**config.mk**
```make
export PLATFORM = sky130hd
export DESIGN_NAME = prw_ctrl
export DESIGN_NICKNAME = d
export VERILOG_FILES = /design/src/rtl/prw_pkg.sv /design/src/rtl/prw_ctrl.sv
export SDC_FILE = /design/constraint.sdc
export NUM_CORES = 1
export LEC_CHECK = 0
export BUFFER_PORTS_ARGS = -buffer_cell sky130_fd_sc_hd__buf_2
export CORE_UTILIZATION = 30
export CTS_CLUSTER_DIAMETER = 30
export DETAILED_ROUTE_END_ITERATION = 7
export SYNTH_ARGS = -nofsm -noshare
export SYNTH_HDL_FRONTEND = slang
export SYNTH_SLANG_ARGS = --single-unit
```
**constraint.sdc**
```tcl
create_clock -name clk_i -period 2.7 [get_ports clk_i]
set_input_delay 0.135 -clock clk_i [delete_from_list [all_inputs] [get_ports clk_i]]
set_output_delay 0.135 -clock clk_i [all_outputs]
set_load 0.03 [all_outputs]
```
**src/rtl/prw_pkg.sv**
```systemverilog
// constants and types shared by the power, reset and wake control block
package prw_pkg;
   // clock and time base
   localparam int unsigned CLK_HZ       = 25_000_000;
   localparam int unsigned MS_PER_S     = 1000;
   localparam int unsigned CYC_PER_MS   = CLK_HZ / MS_PER_S;
   localparam int unsigned MS_W         = 10;
   // power-good stage and switch pulse delays in ms (least figures of each range)
   localparam logic [9:0] PG1_SLOW_MS   = 10'd300;
   localparam logic [9:0] PG1_FAST_MS   = 10'd200;
   localparam logic [9:0] PG2_NONE_MS   = 10'd0;
   localparam logic [9:0] PG2_SHORT_MS  = 10'd32;
   localparam logic [9:0] PG2_MID_MS    = 10'd96;
   localparam logic [9:0] PG2_LONG_MS   = 10'd250;
   localparam logic [9:0] RETRIG_LOW_MS = 10'd1;
   localparam logic [9:0] PSW_PULSE_MS  = 10'd500;
   // register indexes; byte address is four times the index
   localparam logic [9:0] IDX_MOUSE_KB  = 10'h0e0;
   localparam logic [9:0] IDX_POLICY    = 10'h0e4;
   localparam logic [9:0] IDX_GPIO_RST  = 10'h0e5;
   localparam logic [9:0] IDX_PWR_SEQ   = 10'h0e6;
   localparam logic [9:0] IDX_WAKE_OPT  = 10'h0e7;
   localparam logic [9:0] IDX_LIVE_STAT = 10'h0e8;
   localparam logic [9:0] IDX_WAKE_GEN  = 10'h0f2;
   localparam logic [9:0] IDX_WSTAT_A   = 10'h0f3;
   localparam logic [9:0] IDX_WSTAT_B   = 10'h0f4;
   localparam logic [9:0] IDX_WEN_A     = 10'h0f6;
   localparam logic [9:0] IDX_WEN_B     = 10'h0f7;
   // reset values
   localparam logic [7:0] GPIO_RST_RST  = 8'h00;
   localparam logic [7:0] PWR_SEQ_RST   = 8'h1c;
   localparam logic [7:0] WAKE_OPT_RST  = 8'h00;
   localparam logic [7:0] WAKE_GEN_RST  = 8'h3e;
   localparam logic [7:0] ZERO8         = 8'h00;
   // field positions
   localparam int GPIO_BLK_LSB  = 3;
   localparam int GP25_SEL_BIT  = 2;
   localparam int MOUSE_CMB_BIT = 7;
   localparam int CHS_CLR_BIT   = 5;
   localparam int LAST_ST_BIT   = 4;
   localparam int PG1_SEL_BIT   = 3;
   localparam int PG2_LSB       = 1;
   localparam int RETRIG_BIT    = 0;
   localparam int KD3_BIT       = 7;
   localparam int KD2_BIT       = 6;
   localparam int OSKEY_BIT     = 5;
   localparam int RESTORE_BIT   = 4;
   localparam int WDT_SEL_BIT   = 3;
   localparam int HWM_SEL_BIT   = 0;
   localparam int KB_WAKE_BIT   = 6;
   localparam int MS_RKEY_BIT   = 4;
   localparam int MS_XKEY_BIT   = 1;
   localparam int POLICY_LSB    = 5;
   localparam int GEN_EN_BIT    = 0;
   localparam int NGPIO_GRP     = 5;
   localparam int NWAKE_A       = 7;
   localparam int NWAKE_B       = 6;
   // power-loss policy codes
   localparam logic [1:0] POL_OFF  = 2'h0;
   localparam logic [1:0] POL_ON   = 2'h1;
   localparam logic [1:0] POL_PREV = 2'h2;
   localparam logic [1:0] POL_USER = 2'h3;
   // power-good sequencer states
   typedef enum logic [4:0] {
      PG_IDLE   = 5'h01,
      PG_STAGE1 = 5'h02,
      PG_STAGE2 = 5'h04,
      PG_ON     = 5'h08,
      PG_RETRIG = 5'h10
   } prw_pg_state_t;
endpackage

```
**src/rtl/prw_ctrl.sv**
```systemverilog
// power-good sequencing, reset source selection and wake-event control
`timescale 1ns/1ps
// Function
// - gpio group 7..3 bus reset passes when bit is 0, blocked when 1.
// - pins 25..27 reset by bus reset at 0, resume-well reset at 1.
// - writing 1 to intrusion clear bit clears latched status; bit self-clears.
// - keep last-power-state flag: 0 means on, 1 means off.
// - first power-good stage lasts 300ms at select 0, 200ms at select 1.
// - second stage delay: none, 32, 96 or 250 ms per two-bit code.
// - retrigger bit drops power-good low then raises it; bit self-clears.
// - three mouse key bits select which mouse actions wake the system.
// - third keyboard wake key set joins matching when enabled.
// - second keyboard wake key set joins matching when enabled.
// - os key with keyboard wake and option enabled pulses power switch.
// - on power return with policy on and enable set, 0.5s switch pulse.
// - watchdog reset by bus reset at 0, by power-good at 1.
// - hardware monitor reset by power-good at 0, by bus reset at 1.
// - latch seven wake sources in group a bits 6..0; write 1 clears.
// - latch six wake sources in group b bits 5..0; write 1 clears.
// - each wake source has its own enable bit toward wake output.
// - power-loss policy: off, on, previous state, or last-state flag.
module prw_ctrl #(
   parameter int unsigned CYC_PER_MS = prw_pkg::CYC_PER_MS
) (
   // clock and reset
   input  wire logic                          clk_i,
   input  wire logic                          rst_n_i,
   // apb slave
   input  wire logic                          psel_i,
   input  wire logic                          penable_i,
   input  wire logic                          pwrite_i,
   input  wire logic [11:0]                   paddr_i,
   input  wire logic [31:0]                   pwdata_i,
   input  wire logic [3:0]                    pstrb_i,
   output logic      [31:0]                   prdata_o,
   output logic                               pready_o,
   output logic                               pslverr_o,
   // power and reset inputs
   input  wire logic                          power_ok_i,
   input  wire logic                          bus_reset_n_i,
   input  wire logic                          resume_well_reset_n_i,
   input  wire logic                          power_restore_i,
   // event inputs, one-cycle pulses
   input  wire logic                          chassis_intrusion_i,
   input  wire logic                          os_key_i,
   input  wire logic [prw_pkg::NWAKE_A-1:0]   wake_src_a_i,
   input  wire logic [prw_pkg::NWAKE_B-1:0]   wake_src_b_i,
   // power-good, power switch and wake event outputs
   output logic                               power_good_first_stage_o,
   output logic                               power_good_second_stage_o,
   output logic                               power_good_out_o,
   output logic                               power_switch_out_n_o,
   output logic                               wake_event_n_o,
   // selected resets
   output logic [prw_pkg::NGPIO_GRP-1:0]      gpio_grp_reset_n_o,
   output logic                               gpio_25_27_reset_n_o,
   output logic                               watchdog_reset_n_o,
   output logic                               hw_monitor_reset_n_o,
   // wake matcher configuration and intrusion status
   output logic [2:0]                         mouse_wake_sel_o,
   output logic                               kb_wake_set_two_en_o,
   output logic                               kb_wake_set_three_en_o,
   output logic                               chassis_intrusion_o
);
   localparam int DIVW = $clog2(CYC_PER_MS + 1);
   localparam logic [DIVW-1:0] DIV_LAST = DIVW'(CYC_PER_MS - 1);

   logic [7:0]                      gpio_rst;
   logic [7:0]                      pwr_seq;
   logic [7:0]                      wake_opt;
   logic [7:0]                      mouse_kb;
   logic [1:0]                      policy;
   logic                            wake_gen_en;
   logic [prw_pkg::NWAKE_A-1:0]     wstat_a;
   logic [prw_pkg::NWAKE_B-1:0]     wstat_b;
   logic [prw_pkg::NWAKE_A-1:0]     wen_a;
   logic [prw_pkg::NWAKE_B-1:0]     wen_b;
   logic                            retrig_req;
   logic                            sys_on;
   prw_pkg::prw_pg_state_t          state;
   prw_pkg::prw_pg_state_t          next_state;
   logic [DIVW-1:0]                 seq_div;
   logic [9:0]                      seq_ms;
   logic [DIVW-1:0]                 psw_div;
   logic [9:0]                      psw_ms;
   logic [9:0]                      pg1_ms;
   logic [9:0]                      pg2_ms;
   logic                            policy_on;
   logic                            pulse_go;
   logic [9:0]                      idx;
   logic                            hit;
   logic                            wr;
   logic [7:0]                      next_rdata;

   // ---------------- apb slave ----------------
   assign idx = paddr_i[11:2];
   always_comb begin
      hit = (paddr_i[1:0] == 2'h0);
      next_rdata = prw_pkg::ZERO8;
      case (idx)
         prw_pkg::IDX_MOUSE_KB:  next_rdata = mouse_kb;
         prw_pkg::IDX_POLICY:    next_rdata = {1'b0, policy, 5'h00};
         prw_pkg::IDX_GPIO_RST:  next_rdata = gpio_rst;
         prw_pkg::IDX_PWR_SEQ:   next_rdata = {pwr_seq[7:1], retrig_req};
         prw_pkg::IDX_WAKE_OPT:  next_rdata = wake_opt;
         prw_pkg::IDX_LIVE_STAT: next_rdata = {3'h0, sys_on,
            power_good_first_stage_o, power_good_second_stage_o,
            power_good_out_o, chassis_intrusion_o};
         prw_pkg::IDX_WAKE_GEN:  next_rdata = {prw_pkg::WAKE_GEN_RST[7:1],
                                               wake_gen_en};
         prw_pkg::IDX_WSTAT_A:   next_rdata = {1'b0, wstat_a};
         prw_pkg::IDX_WSTAT_B:   next_rdata = {2'h0, wstat_b};
         prw_pkg::IDX_WEN_A:     next_rdata = {1'b0, wen_a};
         prw_pkg::IDX_WEN_B:     next_rdata = {2'h0, wen_b};
         default:                hit = 1'b0;
      endcase
   end

   // answer is prepared in the setup cycle so the access phase is one cycle
   always_ff @(posedge clk_i) begin
      if (!rst_n_i) begin
         pready_o  <= 1'b0;
         pslverr_o <= 1'b0;
         prdata_o  <= '0;
      end else begin
         pready_o  <= psel_i && !penable_i;
         pslverr_o <= psel_i && !penable_i && !hit;
         if (psel_i && !penable_i) begin
            prdata_o <= {24'h000000, next_rdata};
         end
      end
   end

   // only byte lane 0 carries register data
   assign wr = psel_i && penable_i && pready_o && pwrite_i &&
               pstrb_i[0] && hit;

   // ---------------- configuration registers ----------------
   always_ff @(posedge clk_i) begin
      if (!rst_n_i) begin
         gpio_rst    <= prw_pkg::GPIO_RST_RST;
         pwr_seq     <= prw_pkg::PWR_SEQ_RST;
         wake_opt    <= prw_pkg::WAKE_OPT_RST;
         mouse_kb    <= prw_pkg::ZERO8;
         policy      <= prw_pkg::POL_OFF;
         wake_gen_en <= prw_pkg::WAKE_GEN_RST[prw_pkg::GEN_EN_BIT];
         wen_a       <= '0;
         wen_b       <= '0;
      end else if (wr) begin
         case (idx)
            prw_pkg::IDX_GPIO_RST: gpio_rst <= {pwdata_i[7:2], 2'h0};
            // last-state flag kept; clear and retrigger bits not stored
            prw_pkg::IDX_PWR_SEQ:  pwr_seq  <= {pwdata_i[7], 1'b0, 1'b0,
                                                pwdata_i[4:1], 1'b0};
            prw_pkg::IDX_WAKE_OPT: wake_opt <= {pwdata_i[7:3], 2'h0,
                                                pwdata_i[0]};
            prw_pkg::IDX_MOUSE_KB: mouse_kb <= {1'b0, pwdata_i[6], 1'b0,
                                   pwdata_i[4], 2'h0, pwdata_i[1], 1'b0};
            prw_pkg::IDX_POLICY:
               policy <= pwdata_i[prw_pkg::POLICY_LSB +: 2];
            prw_pkg::IDX_WAKE_GEN:
               wake_gen_en <= pwdata_i[prw_pkg::GEN_EN_BIT];
            prw_pkg::IDX_WEN_A: wen_a <= pwdata_i[prw_pkg::NWAKE_A-1:0];
            prw_pkg::IDX_WEN_B: wen_b <= pwdata_i[prw_pkg::NWAKE_B-1:0];
            default: ;
         endcase
      end
   end

   // ---------------- wake status, set wins over clear ----------------
   // group a latch and write-one clear
   always_ff @(posedge clk_i) begin
      if (!rst_n_i) begin
         wstat_a <= '0;
      end else begin
         wstat_a <= (wstat_a & ~((wr && idx == prw_pkg::IDX_WSTAT_A) ?
                     pwdata_i[prw_pkg::NWAKE_A-1:0] : '0)) | wake_src_a_i;
      end
   end

   // group b latch and write-one clear
   always_ff @(posedge clk_i) begin
      if (!rst_n_i) begin
         wstat_b <= '0;
      end else begin
         wstat_b <= (wstat_b & ~((wr && idx == prw_pkg::IDX_WSTAT_B) ?
                     pwdata_i[prw_pkg::NWAKE_B-1:0] : '0)) | wake_src_b_i;
      end
   end

   always_ff @(posedge clk_i) begin
      if (!rst_n_i) begin
         wake_event_n_o <= 1'b1;
      end else begin
         wake_event_n_o <= !(wake_gen_en &&
                             (|(wstat_a & wen_a) || |(wstat_b & wen_b)));
      end
   end

   // intrusion latch; clear bit is a strobe and always reads 0
   always_ff @(posedge clk_i) begin
      if (!rst_n_i) begin
         chassis_intrusion_o <= 1'b0;
      end else if (chassis_intrusion_i) begin
         chassis_intrusion_o <= 1'b1;
      end else if (wr && idx == prw_pkg::IDX_PWR_SEQ &&
                   pwdata_i[prw_pkg::CHS_CLR_BIT]) begin
         chassis_intrusion_o <= 1'b0;
      end
   end

   // ---------------- power-good sequencer ----------------
   // first stage delay select
   assign pg1_ms = pwr_seq[prw_pkg::PG1_SEL_BIT] ?
                   prw_pkg::PG1_FAST_MS : prw_pkg::PG1_SLOW_MS;

   always_comb begin
      case (pwr_seq[prw_pkg::PG2_LSB +: 2])
         2'h0:    pg2_ms = prw_pkg::PG2_NONE_MS;
         2'h1:    pg2_ms = prw_pkg::PG2_SHORT_MS;
         2'h2:    pg2_ms = prw_pkg::PG2_MID_MS;
         default: pg2_ms = prw_pkg::PG2_LONG_MS;
      endcase
   end

   always_comb begin
      next_state = state;
      case (state)
         prw_pkg::PG_IDLE:
            if (power_ok_i) next_state = prw_pkg::PG_STAGE1;
         prw_pkg::PG_STAGE1:
            if (!power_ok_i) next_state = prw_pkg::PG_IDLE;
            else if (seq_ms >= pg1_ms) next_state = prw_pkg::PG_STAGE2;
         prw_pkg::PG_STAGE2:
            if (!power_ok_i) next_state = prw_pkg::PG_IDLE;
            else if (seq_ms >= pg2_ms) next_state = prw_pkg::PG_ON;
         prw_pkg::PG_ON:
            if (!power_ok_i) next_state = prw_pkg::PG_IDLE;
            else if (retrig_req) next_state = prw_pkg::PG_RETRIG;
         prw_pkg::PG_RETRIG:
            if (!power_ok_i) next_state = prw_pkg::PG_IDLE;
            else if (seq_ms >= prw_pkg::RETRIG_LOW_MS)
               next_state = prw_pkg::PG_STAGE2;
         default: next_state = prw_pkg::PG_IDLE;
      endcase
   end

   always_ff @(posedge clk_i) begin
      if (!rst_n_i) begin
         state                     <= prw_pkg::PG_IDLE;
         power_good_first_stage_o  <= 1'b0;
         power_good_second_stage_o <= 1'b0;
         power_good_out_o          <= 1'b0;
      end else begin
         state                     <= next_state;
         power_good_first_stage_o  <= next_state != prw_pkg::PG_IDLE;
         power_good_second_stage_o <= next_state == prw_pkg::PG_STAGE2 ||
                                      next_state == prw_pkg::PG_ON ||
                                      next_state == prw_pkg::PG_RETRIG;
         power_good_out_o          <= next_state == prw_pkg::PG_ON;
      end
   end

   // stage timer restarts with its divider so every delay is whole ms
   always_ff @(posedge clk_i) begin
      if (!rst_n_i || next_state != state) begin
         seq_div <= '0;
         seq_ms  <= '0;
      end else if (seq_div == DIV_LAST) begin
         seq_div <= '0;
         if (seq_ms != 10'h3ff) seq_ms <= seq_ms + 10'h001;
      end else begin
         seq_div <= seq_div + DIVW'(1);
      end
   end

   // retrigger request, honoured only while power-good is up
   always_ff @(posedge clk_i) begin
      if (!rst_n_i) begin
         retrig_req <= 1'b0;
      end else if (wr && idx == prw_pkg::IDX_PWR_SEQ &&
                   pwdata_i[prw_pkg::RETRIG_BIT]) begin
         retrig_req <= 1'b1;
      end else if (state != prw_pkg::PG_ON || next_state != state) begin
         retrig_req <= 1'b0;
      end
   end

   // ---------------- power switch pulse ----------------
   // system state before a loss, frozen at the moment power returns
   always_ff @(posedge clk_i) begin
      if (!rst_n_i) begin
         sys_on <= 1'b0;
      end else if (!power_restore_i) begin
         sys_on <= power_ok_i;
      end
   end

   always_comb begin
      case (policy)
         prw_pkg::POL_OFF:  policy_on = 1'b0;
         prw_pkg::POL_ON:   policy_on = 1'b1;
         prw_pkg::POL_PREV: policy_on = sys_on;
         default:           policy_on = !pwr_seq[prw_pkg::LAST_ST_BIT];
      endcase
   end

   // restore pulse and os key wake share one pulse timer
   assign pulse_go = (power_restore_i && policy_on &&
                      wake_opt[prw_pkg::RESTORE_BIT]) ||
                     (os_key_i && mouse_kb[prw_pkg::KB_WAKE_BIT] &&
                      wake_opt[prw_pkg::OSKEY_BIT]);

   // a new trigger during a pulse restarts it rather than stacking
   always_ff @(posedge clk_i) begin
      if (!rst_n_i) begin
         power_switch_out_n_o <= 1'b1;
         psw_div              <= '0;
         psw_ms               <= '0;
      end else if (pulse_go) begin
         power_switch_out_n_o <= 1'b0;
         psw_div              <= '0;
         psw_ms               <= '0;
      end else if (!power_switch_out_n_o) begin
         if (psw_div == DIV_LAST) begin
            psw_div <= '0;
            psw_ms  <= psw_ms + 10'h001;
            if (psw_ms + 10'h001 >= prw_pkg::PSW_PULSE_MS)
               power_switch_out_n_o <= 1'b1;
         end else begin
            psw_div <= psw_div + DIVW'(1);
         end
      end
   end

   // ---------------- reset source selection ----------------
   genvar g;
   generate
      for (g = 0; g < prw_pkg::NGPIO_GRP; g++) begin : g_grp_rst
         // block bit masks the bus reset for its group
         always_ff @(posedge clk_i) begin
            if (!rst_n_i) gpio_grp_reset_n_o[g] <= 1'b0;
            else gpio_grp_reset_n_o[g] <= bus_reset_n_i ||
                                          gpio_rst[prw_pkg::GPIO_BLK_LSB + g];
         end
      end
   endgenerate

   always_ff @(posedge clk_i) begin
      if (!rst_n_i) begin
         gpio_25_27_reset_n_o <= 1'b0;
         watchdog_reset_n_o   <= 1'b0;
         hw_monitor_reset_n_o <= 1'b0;
      end else begin
         gpio_25_27_reset_n_o <= gpio_rst[prw_pkg::GP25_SEL_BIT] ?
                                 resume_well_reset_n_i : bus_reset_n_i;
         watchdog_reset_n_o   <= wake_opt[prw_pkg::WDT_SEL_BIT] ?
                                 power_good_out_o : bus_reset_n_i;
         hw_monitor_reset_n_o <= wake_opt[prw_pkg::HWM_SEL_BIT] ?
                                 bus_reset_n_i : power_good_out_o;
      end
   end

   always_ff @(posedge clk_i) begin
      if (!rst_n_i) begin
         mouse_wake_sel_o       <= 3'h0;
         kb_wake_set_two_en_o   <= 1'b0;
         kb_wake_set_three_en_o <= 1'b0;
      end else begin
         mouse_wake_sel_o       <= {pwr_seq[prw_pkg::MOUSE_CMB_BIT],
                                    mouse_kb[prw_pkg::MS_RKEY_BIT],
                                    mouse_kb[prw_pkg::MS_XKEY_BIT]};
         kb_wake_set_two_en_o   <= wake_opt[prw_pkg::KD2_BIT];
         kb_wake_set_three_en_o <= wake_opt[prw_pkg::KD3_BIT];
      end
   end
endmodule

```
==> results.md <==
* Worst-path clk slew at ~0.06 ns
* HPWL after detailed placement at 13500 um
* Layer carrying the most global-route usage: met2
* R2R setup slack at about 0.17 ns
* Share of the synthesized area in the top cell type at 39.6%
* Top FF cell, synth: dfxtp_1
* Clk_skew at 0.00967 ns
* Vias in the first global route at 5446
* Die span in y at approximately 150 um
* I/O pins at approximately 130
* Post-CTS Setup Bufs at 0
* Post-synth EDFFs at 0
* Min-Delay Endpoint: pslverr_o
* H-tree depth at 4
* Area leader, netlist: dfxtp_1
* CTS Root Cell: clkbuf_16
* R2R depth at 7
* CORE AREA at approximately 22000 um2
* Count of pins over their slew limit at 0
* Seq/Total Area, Yosys at roughly two fifths
* CTS tree: built
* Layout area overhead at 19.0%
* Worst skew pair latency at roughly 0.42 ns
* Per-cell routed wire length at ~16 um
* Unrepaired setup endpoints after global routing: false
* Reg-to-reg startpoint: pwr_seq[2]
* Final setup violation count at 0
* Final Hold Fails at 0
* Fmax at slightly below 400 MHz
* Hold Path Stages at 3
* WP data required at about 3.0 ns
* Synth async-reset ratio at 0%
* Initial DRC count at approximately 560
* FF/Latch Area at between 2000 and 3000 um2
* Final wirelength at approximately 18000 um
* Max Root-Sink Buffers at 2
* Critical Path Sink Type: flip-flop
* Final worst path period share at between 90% and 100%
* Setup WS pre-CTS at between 0.15 and 0.2 ns
* Max-cap viol count at 0
* M3 GR Usage at under 10%
* CTS Sinks at approximately 140
* Initial antenna violation count at 2
* Share of cells above drive strength 1 at approximately 16%
* DRT Pass-1 Iters at 7
* Area of the mapped netlist at between 6000 and 7000 um2
* Number of synthesized register bits at between 100 and 150
* Min-delay worst type: in -> reg
* Yosys warns at 0
* DRC Markers at 0
* Vias at between 5k and 6k
* Design area at 8130 um2
* Crit-path max FO at 24
* Layout Nets at 960
* Synthesized instance count at approximately 780
* Avg Cell Area, Syn at 8.81 um2
* Routability cong. at roughly 0.95
* Via density at about 5
* Die Footprint at about 23000 um2
* Grt ovf at 0
* Met2 usage at between 20% and 30%
* Status: finished, final reports clean
* Most frequent cells in the layout: dfxtp_1 (135), nand2_1 (74), nor2_1 (73), buf_2 (73), nand3_1 (50)
* Port buffer count at 73
* Worst reg2reg endpoint: seq_div[0]
* Worst vdd ir at 423 uV
* Fin worst setup slack at ~0.17 ns
* Commonest non-fill, non-tap cell in the layout: dfxtp_1
* Hold_sp: paddr_i[0]
* GRT Total Usage at approximately 16%
* Num rows at 54
* Multi-input logic area at between 3000 and 4000 um2
* Cell Pwr Density at about 550 nW/um2
* Final min period at between 2 and 3 ns
* CP arrival at 2.87 ns
* Post-route antenna net violation count at 0
* Largest net degree at the start of global routing at between 40 and 50
* Lkg Pwr at approximately 3.1 nW
* Worst slew margin at between 40% and 50%
* Placed Area at about 7500 um2
* Fillcell total at about 2.3k
* Synth top area cells: dfxtp_1 (40%), mux2i_1 (4.2%), nand2_1 (4.1%), nor2_1 (4.0%), nand3_1 (3.7%)
* Chip width at 153 um
* First-pass GRT wire length at 29700 um
* CP Class: reg -> reg
* CTS Buf Count at 17
* Yosys cell types at roughly 70
* Setup TNS at 0 ns
* Pin slew with the least headroom to its limit at just under 0.8 ns
* Startpoint types: flip-flop
* Starting density of the core at a little under a third
* M1 GR Usage at between 20% and 30%
[timing repair]
item                                   4_1_cts  5_1_grt
hold buffers                                15        0
endpoints found under the hold margin       15        0
resized for setup                            0        0
[layout make-up]
class                   instances  share of cell area (%)
diodes                          2                  0.0615
clock buffers                  21                    5.54
clock inverters                11                   0.923
inverters                      14                   0.646
multi-input cells             594                    47.2
flip-flops and latches        135                    33.2
well taps                     280                    4.31
repair buffers                107                    8.09
[cell usage after synthesis, types with 18 or more instances]
cell / instances
nor3_1: 18
nor2_1: 73
buf_4: 26
nand2_1: 74
xor2_1: 23
a21boi_0: 31
dfxtp_1: 135
a21oi_1: 18
nand3_1: 50
xnor2_1: 21
clkbuf_1: 24
mux2i_1: 29
nor2b_1: 31
ha_1: 19
[registers in the layout (all words and copies together), names as in the netlist, 2 cells and up]
signal,flops
gpio_rst,6
pwr_seq,5
psw_ms,10
wake_opt,6
psw_div,15
mouse_kb,3
seq_ms,10
mouse_wake_sel_o,3
wstat_a,7
wstat_b,6
policy,2
state,5
seq_div,15
prdata_o,8
gpio_grp_reset_n_o,5
wen_b,6
wen_a,7
[metrics by stage]
| step | power (mW) | hold WS [ns] | util, % | instances |
|---|---|---|---|---|
| 2_1_floorplan | 2.34 | 0.259 | - | 799 |
| 3_3_place_gp | 2.42 | 0.345 | 33.7 | 1115 |
| 3_5_place_dp | 2.42 | 0.349 | 33.7 | 1115 |
| 4_1_cts | 4.51 | 0.0197 | 36.8 | 1162 |
| 5_1_grt | 4.64 | 0.0538 | 36.8 | 1163 |
| 6_report | 4.46 | 0.0323 | 36.8 | 1164 |
[critical path, stage by stage, from the launching register on]
cell,delay [ns]
dfxtp_1,0.36
nand2_1,0.14
ha_1,0.32
a2111o_1,0.47
or3_4,0.36
o32ai_4,0.27
o211ai_4,0.30
nor3b_1,0.24
[how the worst max path moves through the flow]
| stage | endpoint | start | cells after the start | slack, ns |
|---|---|---|---|---|
| global route | seq_div[0] | pwr_seq[1] | 7 | 0.002 |
| floorplan | seq_div[11] | pwr_seq[1] | 8 | 0.47 |
| CTS | seq_div[0] | pwr_seq[2] | 7 | 0.15 |
| detailed placement | seq_div[0] | pwr_seq[2] | 7 | 0.16 |
| finish | seq_div[0] | pwr_seq[2] | 7 | 0.17 |
| global placement | seq_div[0] | pwr_seq[2] | 7 | 0.21 |
[report_power, final]
| part | internal (mW) | switching [mW] |
|---|---|---|
| clock | 1.20 | 0.868 |
| combinational | 0.117 | 0.218 |
| sequential | 2.03 | 0.0337 |
| total | 3.34 | 1.12 |
[cell families after synthesis]
family	Yosys count	synth area share [%]
and+or+nand+nor	334	25.7
xor gates and xnor gates	44	5.64
buffers and inverters	70	5.55
muxes	31	4.58
DFF	135	39.6
other	1	0.0549
adders and majority gates	19	3.48
AOI/OAI and AO/OA	142	15.4
[metal layers]
metal	vias to the layer above	routed length [um]
li1	2908	-
met1	2676	8940
met2	207	7670
met3	23	1390
met5	-	0
met4	0	273
Note: power is estimated with default switching activity, not from simulation.
